### config.mk
export PLATFORM = sky130hd
export DESIGN_NAME = ledr_regs
export DESIGN_NICKNAME = d
export VERILOG_FILES = /design/src/rtl/ledr_pkg.sv /design/src/rtl/ledr_regs.sv
export SDC_FILE = /design/constraint.sdc
export NUM_CORES = 1
export LEC_CHECK = 0
export BUFFER_PORTS_ARGS = -buffer_cell sky130_fd_sc_hd__clkbuf_2
export CAP_MARGIN = 20
export CORE_ASPECT_RATIO = 0.8
export CORE_MARGIN = 2
export CORE_UTILIZATION = 30
export CTS_CLUSTER_SIZE = 20
export DETAILED_ROUTE_END_ITERATION = 10
export MAX_ROUTING_LAYER = met4
export PLACE_DENSITY = 0.47
export SYNTH_ARGS = -nofsm -noshare
export SYNTH_HDL_FRONTEND = slang
export SYNTH_SLANG_ARGS = --single-unit
### constraint.sdc
create_clock -name i_clock -period 6.2 [get_ports i_clock]
set_input_delay 0.62 -clock i_clock [delete_from_list [all_inputs] [get_ports i_clock]]
set_output_delay 0.62 -clock i_clock [all_outputs]
set_load 0.02 [all_outputs]
### src/rtl/ledr_pkg.sv
/*
  Package for the LED channel register bank: register offsets, field
  positions, reset values, mode and execution codes, the controller tick
  divider and the per-channel carrier struct.
  Assumes a 40 MHz system clock. The controller tick is derived from that
  clock rather than taken from a separate 32 kHz clock domain.
*/
// What this block does
// red mode bits 5:4: 00 off, 01 load, clear pc, 10 run, 11 direct
// green mode is bits 3:2, same codes, acting on green and its pc
// blue mode is bits 1:0, same codes, acting on blue and its pc
// mode writes take effect only on the next 32 kHz controller tick
// host spaces mode register writes by more than 153 us
// red brightness follows pwm register 02h in direct mode, reset zero
// green direct pwm lives in register 03h and drives green in direct mode
// blue direct pwm lives in register 04h and drives blue in direct mode
// eight-bit current code per channel, 0.1 mA per step, resets to afh
// in run mode the sequencer obeys the channel execution field
// mode register bits 7:6 ignore writes and read as zero
package ledr_pkg;

  // ****************************************
  // register offsets
  // ****************************************
  localparam logic [7:0] OFS_CHANNEL_OPERATION_MODE = 8'h01;
  localparam logic [7:0] OFS_RED_DIRECT_PWM         = 8'h02;
  localparam logic [7:0] OFS_GREEN_DIRECT_PWM       = 8'h03;
  localparam logic [7:0] OFS_BLUE_DIRECT_PWM        = 8'h04;
  localparam logic [7:0] OFS_RED_OUTPUT_CURRENT     = 8'h05;
  localparam logic [7:0] OFS_GREEN_OUTPUT_CURRENT   = 8'h06;
  localparam logic [7:0] OFS_BLUE_OUTPUT_CURRENT    = 8'h07;

  // ****************************************
  // fields and reset values
  // ****************************************
  localparam int         NUM_CHAN            = 3;
  localparam int         RED_MODE_LSB        = 4;
  localparam int         GREEN_MODE_LSB      = 2;
  localparam int         BLUE_MODE_LSB       = 0;
  localparam logic [5:0] MODE_RESET          = 6'h00;
  localparam logic [7:0] DIRECT_PWM_RESET    = 8'h00;
  localparam logic [7:0] OUTPUT_CURRENT_RESET = 8'haf;
  localparam logic [7:0] UNMAPPED_READ       = 8'h00;

  // ****************************************
  // timing
  // ****************************************
  localparam longint SYS_CLK_HZ        = 40000000;
  localparam longint CTRL_CLK_HZ       = 32768;
  localparam int     CTRL_TICK_CYCLES  = int'(SYS_CLK_HZ / CTRL_CLK_HZ);
  localparam int     MODE_WRITE_GAP_US = 153;
  localparam int     MODE_WRITE_GAP_CYCLES = int'((MODE_WRITE_GAP_US * SYS_CLK_HZ + 999999) / 1000000);

  // ****************************************
  // codes
  // ****************************************
  typedef enum logic [1:0]
  {
    MODE_DISABLED = 2'h0,
    MODE_LOAD     = 2'h1,
    MODE_RUN      = 2'h2,
    MODE_DIRECT   = 2'h3
  } ledr_mode_t;

  typedef enum logic [1:0]
  {
    EXEC_HOLD    = 2'h0,
    EXEC_STEP    = 2'h1,
    EXEC_FREE    = 2'h2,
    EXEC_ONCE    = 2'h3
  } ledr_exec_t;

  // per-channel outputs towards sequencer, pwm stage and current sink
  typedef struct packed
  {
    ledr_mode_t  mode;
    ledr_exec_t  exec;
    logic        pc_clear;
    logic [7:0]  brightness;
    logic [7:0]  current;
  } ledr_chan_t;

endpackage

### src/rtl/ledr_regs.sv
/*
  LED channel register bank: operation mode, direct pwm and output current
  registers for the red, green and blue channels, and the per-channel control
  handed to the sequencers, pwm generators and current sinks.
  Assumes an I2C slave engine on the same clock presents byte accesses on the
  register port, and that each sequencer supplies its own brightness value.
*/
module ledr_regs
(
  // clock and reset
  input  wire logic                          i_clock,
  input  wire logic                          i_rst_n,
  // register port from the serial engine
  input  wire logic                          i_reg_wr,
  input  wire logic [7:0]                    i_reg_addr,
  input  wire logic [7:0]                    i_reg_wdata,
  output logic      [7:0]                    o_reg_rdata,
  output logic                               o_mode_pending,
  // execution fields and sequencer brightness, index 0 red, 1 green, 2 blue
  input  wire logic [ledr_pkg::NUM_CHAN-1:0][1:0] i_execution_field,
  input  wire logic [ledr_pkg::NUM_CHAN-1:0][7:0] i_seq_brightness,
  // per-channel control
  output ledr_pkg::ledr_chan_t [ledr_pkg::NUM_CHAN-1:0] o_chan,
  output logic                               o_ctrl_tick
);

  // ****************************************
  // reset release
  // ****************************************
  logic rst_meta_q;
  logic rst_n_q;

  always_ff @(posedge i_clock or negedge i_rst_n)
  begin
    if (!i_rst_n)
    begin
      rst_meta_q <= 1'b0;
      rst_n_q    <= 1'b0;
    end
    else
    begin
      rst_meta_q <= 1'b1;
      rst_n_q    <= rst_meta_q;
    end
  end

  // ****************************************
  // controller tick divider
  // ****************************************
  localparam logic [10:0] TICK_LAST = 11'(ledr_pkg::CTRL_TICK_CYCLES - 1);

  logic [10:0] tick_cnt_d;
  logic [10:0] tick_cnt_q;
  logic        tick_d;
  logic        tick_q;

  always_comb
  begin
    tick_d     = (tick_cnt_q == TICK_LAST);
    tick_cnt_d = tick_d ? 11'h000 : tick_cnt_q + 11'h001;
  end

  always_ff @(posedge i_clock or negedge rst_n_q)
  begin
    if (!rst_n_q)
    begin
      tick_cnt_q <= 11'h000;
      tick_q     <= 1'b0;
    end
    else
    begin
      tick_cnt_q <= tick_cnt_d;
      tick_q     <= tick_d;
    end
  end

  // ****************************************
  // host-side registers
  // ****************************************
  logic [5:0]                          mode_host_d;
  logic [5:0]                          mode_host_q;
  logic [ledr_pkg::NUM_CHAN-1:0][7:0]  pwm_d;
  logic [ledr_pkg::NUM_CHAN-1:0][7:0]  pwm_q;
  logic [ledr_pkg::NUM_CHAN-1:0][7:0]  cur_d;
  logic [ledr_pkg::NUM_CHAN-1:0][7:0]  cur_q;
  logic [7:0]                          rdata_d;
  logic [7:0]                          rdata_q;

  always_comb
  begin
    mode_host_d = mode_host_q;
    pwm_d       = pwm_q;
    cur_d       = cur_q;
    if (i_reg_wr)
    begin
      unique case (i_reg_addr)
        ledr_pkg::OFS_CHANNEL_OPERATION_MODE: mode_host_d = i_reg_wdata[5:0];
        ledr_pkg::OFS_RED_DIRECT_PWM:         pwm_d[0]    = i_reg_wdata;
        ledr_pkg::OFS_GREEN_DIRECT_PWM:       pwm_d[1]    = i_reg_wdata;
        ledr_pkg::OFS_BLUE_DIRECT_PWM:        pwm_d[2]    = i_reg_wdata;
        ledr_pkg::OFS_RED_OUTPUT_CURRENT:     cur_d[0]    = i_reg_wdata;
        ledr_pkg::OFS_GREEN_OUTPUT_CURRENT:   cur_d[1]    = i_reg_wdata;
        ledr_pkg::OFS_BLUE_OUTPUT_CURRENT:    cur_d[2]    = i_reg_wdata;
        default:                              mode_host_d = mode_host_q;
      endcase
    end
    // read data is registered: it reflects the address one cycle earlier
    unique case (i_reg_addr)
      ledr_pkg::OFS_CHANNEL_OPERATION_MODE: rdata_d = {2'h0, mode_host_q};
      ledr_pkg::OFS_RED_DIRECT_PWM:         rdata_d = pwm_q[0];
      ledr_pkg::OFS_GREEN_DIRECT_PWM:       rdata_d = pwm_q[1];
      ledr_pkg::OFS_BLUE_DIRECT_PWM:        rdata_d = pwm_q[2];
      ledr_pkg::OFS_RED_OUTPUT_CURRENT:     rdata_d = cur_q[0];
      ledr_pkg::OFS_GREEN_OUTPUT_CURRENT:   rdata_d = cur_q[1];
      ledr_pkg::OFS_BLUE_OUTPUT_CURRENT:    rdata_d = cur_q[2];
      default:                              rdata_d = ledr_pkg::UNMAPPED_READ;
    endcase
  end

  always_ff @(posedge i_clock or negedge rst_n_q)
  begin
    if (!rst_n_q)
    begin
      mode_host_q <= ledr_pkg::MODE_RESET;
      pwm_q       <= {ledr_pkg::NUM_CHAN{ledr_pkg::DIRECT_PWM_RESET}};
      cur_q       <= {ledr_pkg::NUM_CHAN{ledr_pkg::OUTPUT_CURRENT_RESET}};
      rdata_q     <= ledr_pkg::UNMAPPED_READ;
    end
    else
    begin
      mode_host_q <= mode_host_d;
      pwm_q       <= pwm_d;
      cur_q       <= cur_d;
      rdata_q     <= rdata_d;
    end
  end

  // ****************************************
  // mode transfer to the controller tick
  // ****************************************
  // a write landing in the same cycle as the tick stays pending for the next
  // tick, so no update is lost; a second write before that tick overwrites
  // the first, which is why the host must space its writes
  logic [5:0] mode_app_d;
  logic [5:0] mode_app_q;
  logic       pend_d;
  logic       pend_q;

  always_comb
  begin
    mode_app_d = mode_app_q;
    pend_d     = pend_q;
    if (tick_q && pend_q)
    begin
      mode_app_d = mode_host_q;
      pend_d     = 1'b0;
    end
    if (i_reg_wr && (i_reg_addr == ledr_pkg::OFS_CHANNEL_OPERATION_MODE))
    begin
      pend_d = 1'b1;
    end
  end

  always_ff @(posedge i_clock or negedge rst_n_q)
  begin
    if (!rst_n_q)
    begin
      mode_app_q <= ledr_pkg::MODE_RESET;
      pend_q     <= 1'b0;
    end
    else
    begin
      mode_app_q <= mode_app_d;
      pend_q     <= pend_d;
    end
  end

  // ****************************************
  // per-channel control
  // ****************************************
  localparam int MODE_LSB [ledr_pkg::NUM_CHAN] = '{ledr_pkg::RED_MODE_LSB,
                                                  ledr_pkg::GREEN_MODE_LSB,
                                                  ledr_pkg::BLUE_MODE_LSB};

  // each channel builds its next value in a local variable; the net only gathers
  // them, so no variable is written from more than one process
  wire  ledr_pkg::ledr_chan_t [ledr_pkg::NUM_CHAN-1:0] chan_d;
  ledr_pkg::ledr_chan_t [ledr_pkg::NUM_CHAN-1:0]       chan_q;

  for (genvar c = 0; c < ledr_pkg::NUM_CHAN; c++)
  begin : g_chan
    ledr_pkg::ledr_mode_t mode;
    ledr_pkg::ledr_chan_t nxt_d;

    assign mode = ledr_pkg::ledr_mode_t'(mode_app_q[MODE_LSB[c] +: 2]);

    always_comb
    begin
      nxt_d.mode       = mode;
      nxt_d.current    = cur_q[c];
      // pulse once when the load mode is taken up on a tick
      nxt_d.pc_clear   = (mode == ledr_pkg::MODE_LOAD) &&
                         (chan_q[c].mode != ledr_pkg::MODE_LOAD);
      nxt_d.exec       = ledr_pkg::EXEC_HOLD;
      nxt_d.brightness = 8'h00;
      unique case (mode)
        ledr_pkg::MODE_RUN:
        begin
          nxt_d.exec       = ledr_pkg::ledr_exec_t'(i_execution_field[c]);
          nxt_d.brightness = i_seq_brightness[c];
        end
        ledr_pkg::MODE_DIRECT:
        begin
          nxt_d.brightness = pwm_q[c];
        end
        ledr_pkg::MODE_DISABLED,
        ledr_pkg::MODE_LOAD:
        begin
          nxt_d.brightness = 8'h00;
        end
      endcase
    end

    assign chan_d[c] = nxt_d;
  end

  always_ff @(posedge i_clock or negedge rst_n_q)
  begin
    if (!rst_n_q)
    begin
      for (int c = 0; c < ledr_pkg::NUM_CHAN; c++)
      begin
        chan_q[c].mode       <= ledr_pkg::MODE_DISABLED;
        chan_q[c].exec       <= ledr_pkg::EXEC_HOLD;
        chan_q[c].pc_clear   <= 1'b0;
        chan_q[c].brightness <= 8'h00;
        chan_q[c].current    <= ledr_pkg::OUTPUT_CURRENT_RESET;
      end
    end
    else
    begin
      chan_q <= chan_d;
    end
  end

  assign o_chan         = chan_q;
  assign o_reg_rdata    = rdata_q;
  assign o_mode_pending = pend_q;
  assign o_ctrl_tick    = tick_q;

endmodule

Word-level counts from Yosys, hierarchy flattened. Cells that the tools add are included.

Register bits after elaboration: 146. Bits in latches: 0. Bits in writable memories: 0. Bits in read-only memories: 0. Input bits: 49. Output and inout bits: 73. Logic and storage cells: 79. Memories kept: 0.

$add $sub $neg: 1. $mul: 0. Divide/modulo/power cells: 0. Magnitude comparators: 0. Eq/ne operators: 20. Shift-type cells: 0. Mux-type cells: 10. Bitwise operators: 0. Reduce and logical (&&, ||, !) cells: 19.

Operators by type and width (number): $pmux W8 S3 (3); $pmux W8 S7 (1); $eq A8 B3 Y1 const B (4); $eq A8 B2 Y1 const B (2); $reduce_and A2 Y1 (7); $eq A2 B2 Y1 const B (6); $add A11 B1 Y11 const B (1); $eq A11 B11 Y1 const B (1); $mux W11 (1); $eq A8 B1 Y1 const B (1); $eq A2 B1 Y1 const B (3); $logic_not A2 Y1 (3); $mux W2 (3); $ne A2 B1 Y1 const B (3); $reduce_or A2 Y1 (3); $logic_and A1 B1 Y1 (5); $mux W1 (2); $reduce_bool A2 Y1 (1).

Longest topological paths before layout.
Depth in word-level cells: 3. Gate-level depth with buffers: 6.

Worst setup path after synthesis. No wires, ideal clock.

Path kind: input to register. Start: input i_reg_addr[5]. End: register pwm_q[10] (netlist bit). Setup time: 0.128 ns. Arrival time: 2.210 ns. Required time: 6.072 ns. Slack: 3.862 ns. Stages on the path: 5. Buffers on the path: 1. Cell sequence: or4_1 > buf_2 > nor4b_4 > nand3_4 > mux2_1.

Cells in the longest elaborated chain, start to end: 2.

Ends and longest elaborated chain: start: declaration (RTL line ledr_regs.sv:15) `input wire logic [7:0] i_reg_addr,`; $eq A8 B2 Y1 (RTL line ledr_regs.sv:96) `unique case (i_reg_addr)`; $reduce_and A2 Y1 (no line); end signal: assignment (RTL line ledr_regs.sv:125) `pwm_q <= {ledr_pkg::NUM_CHAN{ledr_pkg::DIRECT_PWM_RESET}};`; end signal: assignment (RTL line ledr_regs.sv:132) `pwm_q <= pwm_d;`; end: declaration (RTL line ledr_regs.sv:83) `logic [ledr_pkg::NUM_CHAN-1:0][7:0] pwm_q;`.

No other way between the ends. A chain may end at the register's enable or synchronous reset.

Worst setup path in the final report.
Start: input i_reg_addr[2]. End: register cur_q (netlist bit chan_d[27]).

Cells in the longest elaborated chain, start to end: 2.

Ends and longest elaborated chain: $eq A8 B3 Y1 (RTL line ledr_regs.sv:96); $reduce_and A2 Y1 (no line); end signal: assignment (RTL line ledr_regs.sv:126) `cur_q <= {ledr_pkg::NUM_CHAN{ledr_pkg::OUTPUT_CURRENT_RESET}};`; end signal: assignment (RTL line ledr_regs.sv:133) `cur_q <= cur_d;`; end: declaration (RTL line ledr_regs.sv:85) `logic [ledr_pkg::NUM_CHAN-1:0][7:0] cur_q;`.

No other way between the ends.

==> impl_metrics.csv <==
group,metric,value,unit
layout,fin_cells,806,
critical_path,path_cells,"clkbuf_2 -> nor2b_1 -> nand3_1 -> nor3b_2 -> mux2_2",
cts,cts_tree,"built",
layout,antenna_cells,0,
yosys,avgSynthCellArea,14.1,um2
pwr,power,2030,uW
critical_path,rr_startpoint,"rst_n_q$_DFF_PN0_",
layout,fillCellCount,1858,
floorplanning,initial_core_util,0.306,
cts,cts_resized,0,
critical_path,critical_path_buf_inv_count,1,
detailed_routing,postRouteAntennaNets,0,
detailed_routing,drt-initial-drc-count,188,
global_routing,grt_pass1_vias,3824,
floorplanning,fp.dieW,160,um
placed_design,portBuffers,121,
critical_path,crit_slowest_cell,"nor3b_2",
placed_design,placedInstanceArea,6680,um2
cts,clkLatencyLatePin,0.42,ns
critical_path,crit_arrival,2.96,ns
placed_design,dpl.cell_count,773,
detailed_routing,dr.pass1.iters,4,
cts,cts_root_buf,"clkbuf_16",
yosys,syn-num-nets,461,
detailed_routing,wire_per_inst,17.4,um
floorplanning,core_area,19000,um2
layout,final_cell_mix,"clkbuf_2 (121), dfrtp_1 (109), mux2_2 (56), mux2i_1 (37), dfstp_2 (36)",
detailed_routing,num_vias,3674,
outcome,outcome,"finished, final reports clean",
global_routing,gr-total-overflow,0,
cts,cts.sinks,146,
timing,fin_crit_sh,0.428,
timing,hold_viol,0,
critical_path,crit_type,"input port to flip-flop",
critical_path,path_max_fanout,23,
global_routing,grt_start_max_net_pins,76,
timing,slew_viol_final,0,
floorplanning,ios,122,
pwr,powerDensity,282,nW/um2
pwr,power_leakage,0.00347,uW
cts,path_clk_slew,0.06,ns
global_routing,globalRouteTotalUtil,0.149,
floorplanning,rows,45,
cts,ctsHoldBuffers,1,
yosys,yosysTopAreaCell,"dfrtp_1",
min_path,min_from,"rst_meta_q$_DFF_PN0_",
timing,min_period,2.66,ns
yosys,synth.top_cells.by_area,"dfrtp_1 (47%), dfstp_2 (16%), mux2_2 (11%)",
cts,cts-htree-levels,4,
min_path,hold_end,"rst_n_q$_DFF_PN0_",
timing,fmax,377,MHz
yosys,synth_edf_count,0,
yosys,yosysWarnings,0,
layout,final_nets,585,
detailed_routing,vias_per_cell,4.56,
detailed_routing,wirelength,14100,um
layout,area_growth_syn_to_layout,24.2,%
placed_design,place_ws,3.20,ns
min_path,hold_depth,0,
critical_path,rr_endpoint,"pwm_q[10]$_DFFE_PN0P_",
flow_run,drv_cap,0,
critical_path,r2r_cells,1,
yosys,synthCells,411,
global_routing,grt_pass1_wl,22100,um
timing,max_slew_margin,0.363,
yosys,synthFlopType,"dfrtp_1",
critical_path,critPathMaxStageDelay,0.71,ns
yosys,ys_seq_elements,146,
yosys,syn_area,5810,um2
critical_path,cp-start-kind,"input port",
critical_path,crit_required,6.50,ns
timing,worst_pin_slew,0.955,ns
timing,tns,0,ns
yosys,yosysUniqueCellTypes,46,
layout,drive_gt1_frac,0.454,
yosys,async_reset_ff_frac,1.00,
critical_path,endpoint_kind,"flip-flop",
layout,final_common_cell,"clkbuf_2",
layout,fin_area,7210,um2
min_path,hp-class,"flip-flop to flip-flop",
timing,grt_setup_unrepaired,"no",
critical_path,reg2reg_slack,4.27,ns
placed_design,place.gp.congestion,0.783,
yosys,synth_top_cell_area_share,0.474,
detailed_routing,drc_errors,0,
yosys,synth_seq_area_share,0.637,
cts,cts_setup_buffers,0,
timing,finClkSkew,0.00854,ns
cts,cts_buffer_depth,2,
cts,cts-buffers-inserted,17,
global_routing,antenna_found_initial,0,
critical_path,crit_family,"simple AND/OR/NAND/NOR gates",
placed_design,dp.final_hpwl,9900,um
floorplanning,die-area,20500,um2
floorplanning,chipHeight,128,um
timing,setup_viol,0,
pwr,vdd.ir_drop.worst,0.124,mV
timing,timing.final.ws_setup,3.54,ns
==> worst max-delay path by stage <==
stage | start | to | slack (ns) | cells past startpoint
6_report | i_reg_addr[2] | chan_d[27]$_DFFE_PN0P_ | 3.54 | 5
5_1_grt | i_reg_addr[2] | chan_d[27]$_DFFE_PN0P_ | 3.45 | 5
4_1_cts | i_reg_addr[2] | chan_d[27]$_DFFE_PN0P_ | 3.65 | 5
3_5_place_dp | i_reg_addr[2] | chan_d[27]$_DFFE_PN0P_ | 3.20 | 5
3_3_place_gp | i_reg_addr[2] | chan_d[25]$_DFFE_PN0P_ | 3.27 | 5
2_1_floorplan | rst_n_q$_DFF_PN0_ | chan_d[25]$_DFFE_PN0P_ | 1.89 | 0
==> area by class of cell <==
type	count	area [um2]	share of cell area
clock buffers	27	493	0.0683
clock inverters	5	31.3	0.00434
inverters	8	30.0	0.00416
multi-input cells	239	2010	0.279
flip-flops and latches	146	3700	0.513
well taps	258	323	0.0447
repair buffers	123	623	0.0864
==> registers in the layout, summed over array words and instances, names as in the netlist <==
signal / flops
chan_d: 24
o_chan: 63
o_reg_rdata: 8
mode_host_q: 6
o_ctrl_tick: 1
rst_n_q: 1
mode_app_q: 6
tick_cnt_q: 11
pwm_q: 24
o_mode_pending: 1
rst_meta_q: 1
==> kinds of logic after synthesis <==
logic type      after synthesis  share of synthesized area
other cells                   1                   0.000645
buf+inv                      26                     0.0172
simple gates                 99                      0.108
fa+ha+maj                     1                    0.00215
flops                       146                      0.637
compound gates               30                     0.0332
mux                         101                      0.192
xor+xnor                      7                     0.0106
==> cell usage after synthesis (5+ instances only) <==
library cell and number:
mux2_1 6, mux2_2 56, clkbuf_1 11, nand2b_1 6, mux2i_1 37, and3b_1 7, a32oi_1 5, nor2_1 9
buf_1 5, nor2b_1 31, dfstp_2 36, dfrtp_1 110, a21oi_1 7, nand2_1 19, inv_1 8, o21ai_0 10
==> stage by stage <==
step           hold slack [ns]  utilization
2_1_floorplan            0.324            -
3_3_place_gp             0.338        0.352
3_5_place_dp             0.339        0.352
4_1_cts                  0.353        0.380
5_1_grt                  0.360        0.380
6_report                 0.349        0.380
==> layer usage <==
| metal | vias up | wire, um | GRT usage | part of all wire |
|---|---|---|---|---|
| met1 | 1853 | 7090 | 0.209 | 0.50 |
| met2 | 110 | 6220 | 0.208 | 0.44 |
| met4 | 0 | 153 | 0.0417 | 0.011 |
| met5 | - | 0 | - | 0 |
| li1 | 1691 | - | - | - |
| met3 | 20 | 599 | 0.0455 | 0.043 |
==> report_power, final <==
group	leakage, uW	internal [uW]	switching (uW)
Combinational	0.00133	42.1	58.5
Clock	0.000255	542	374
Sequential	0.00188	988	27.6
(Power assumes the default switching activity.)
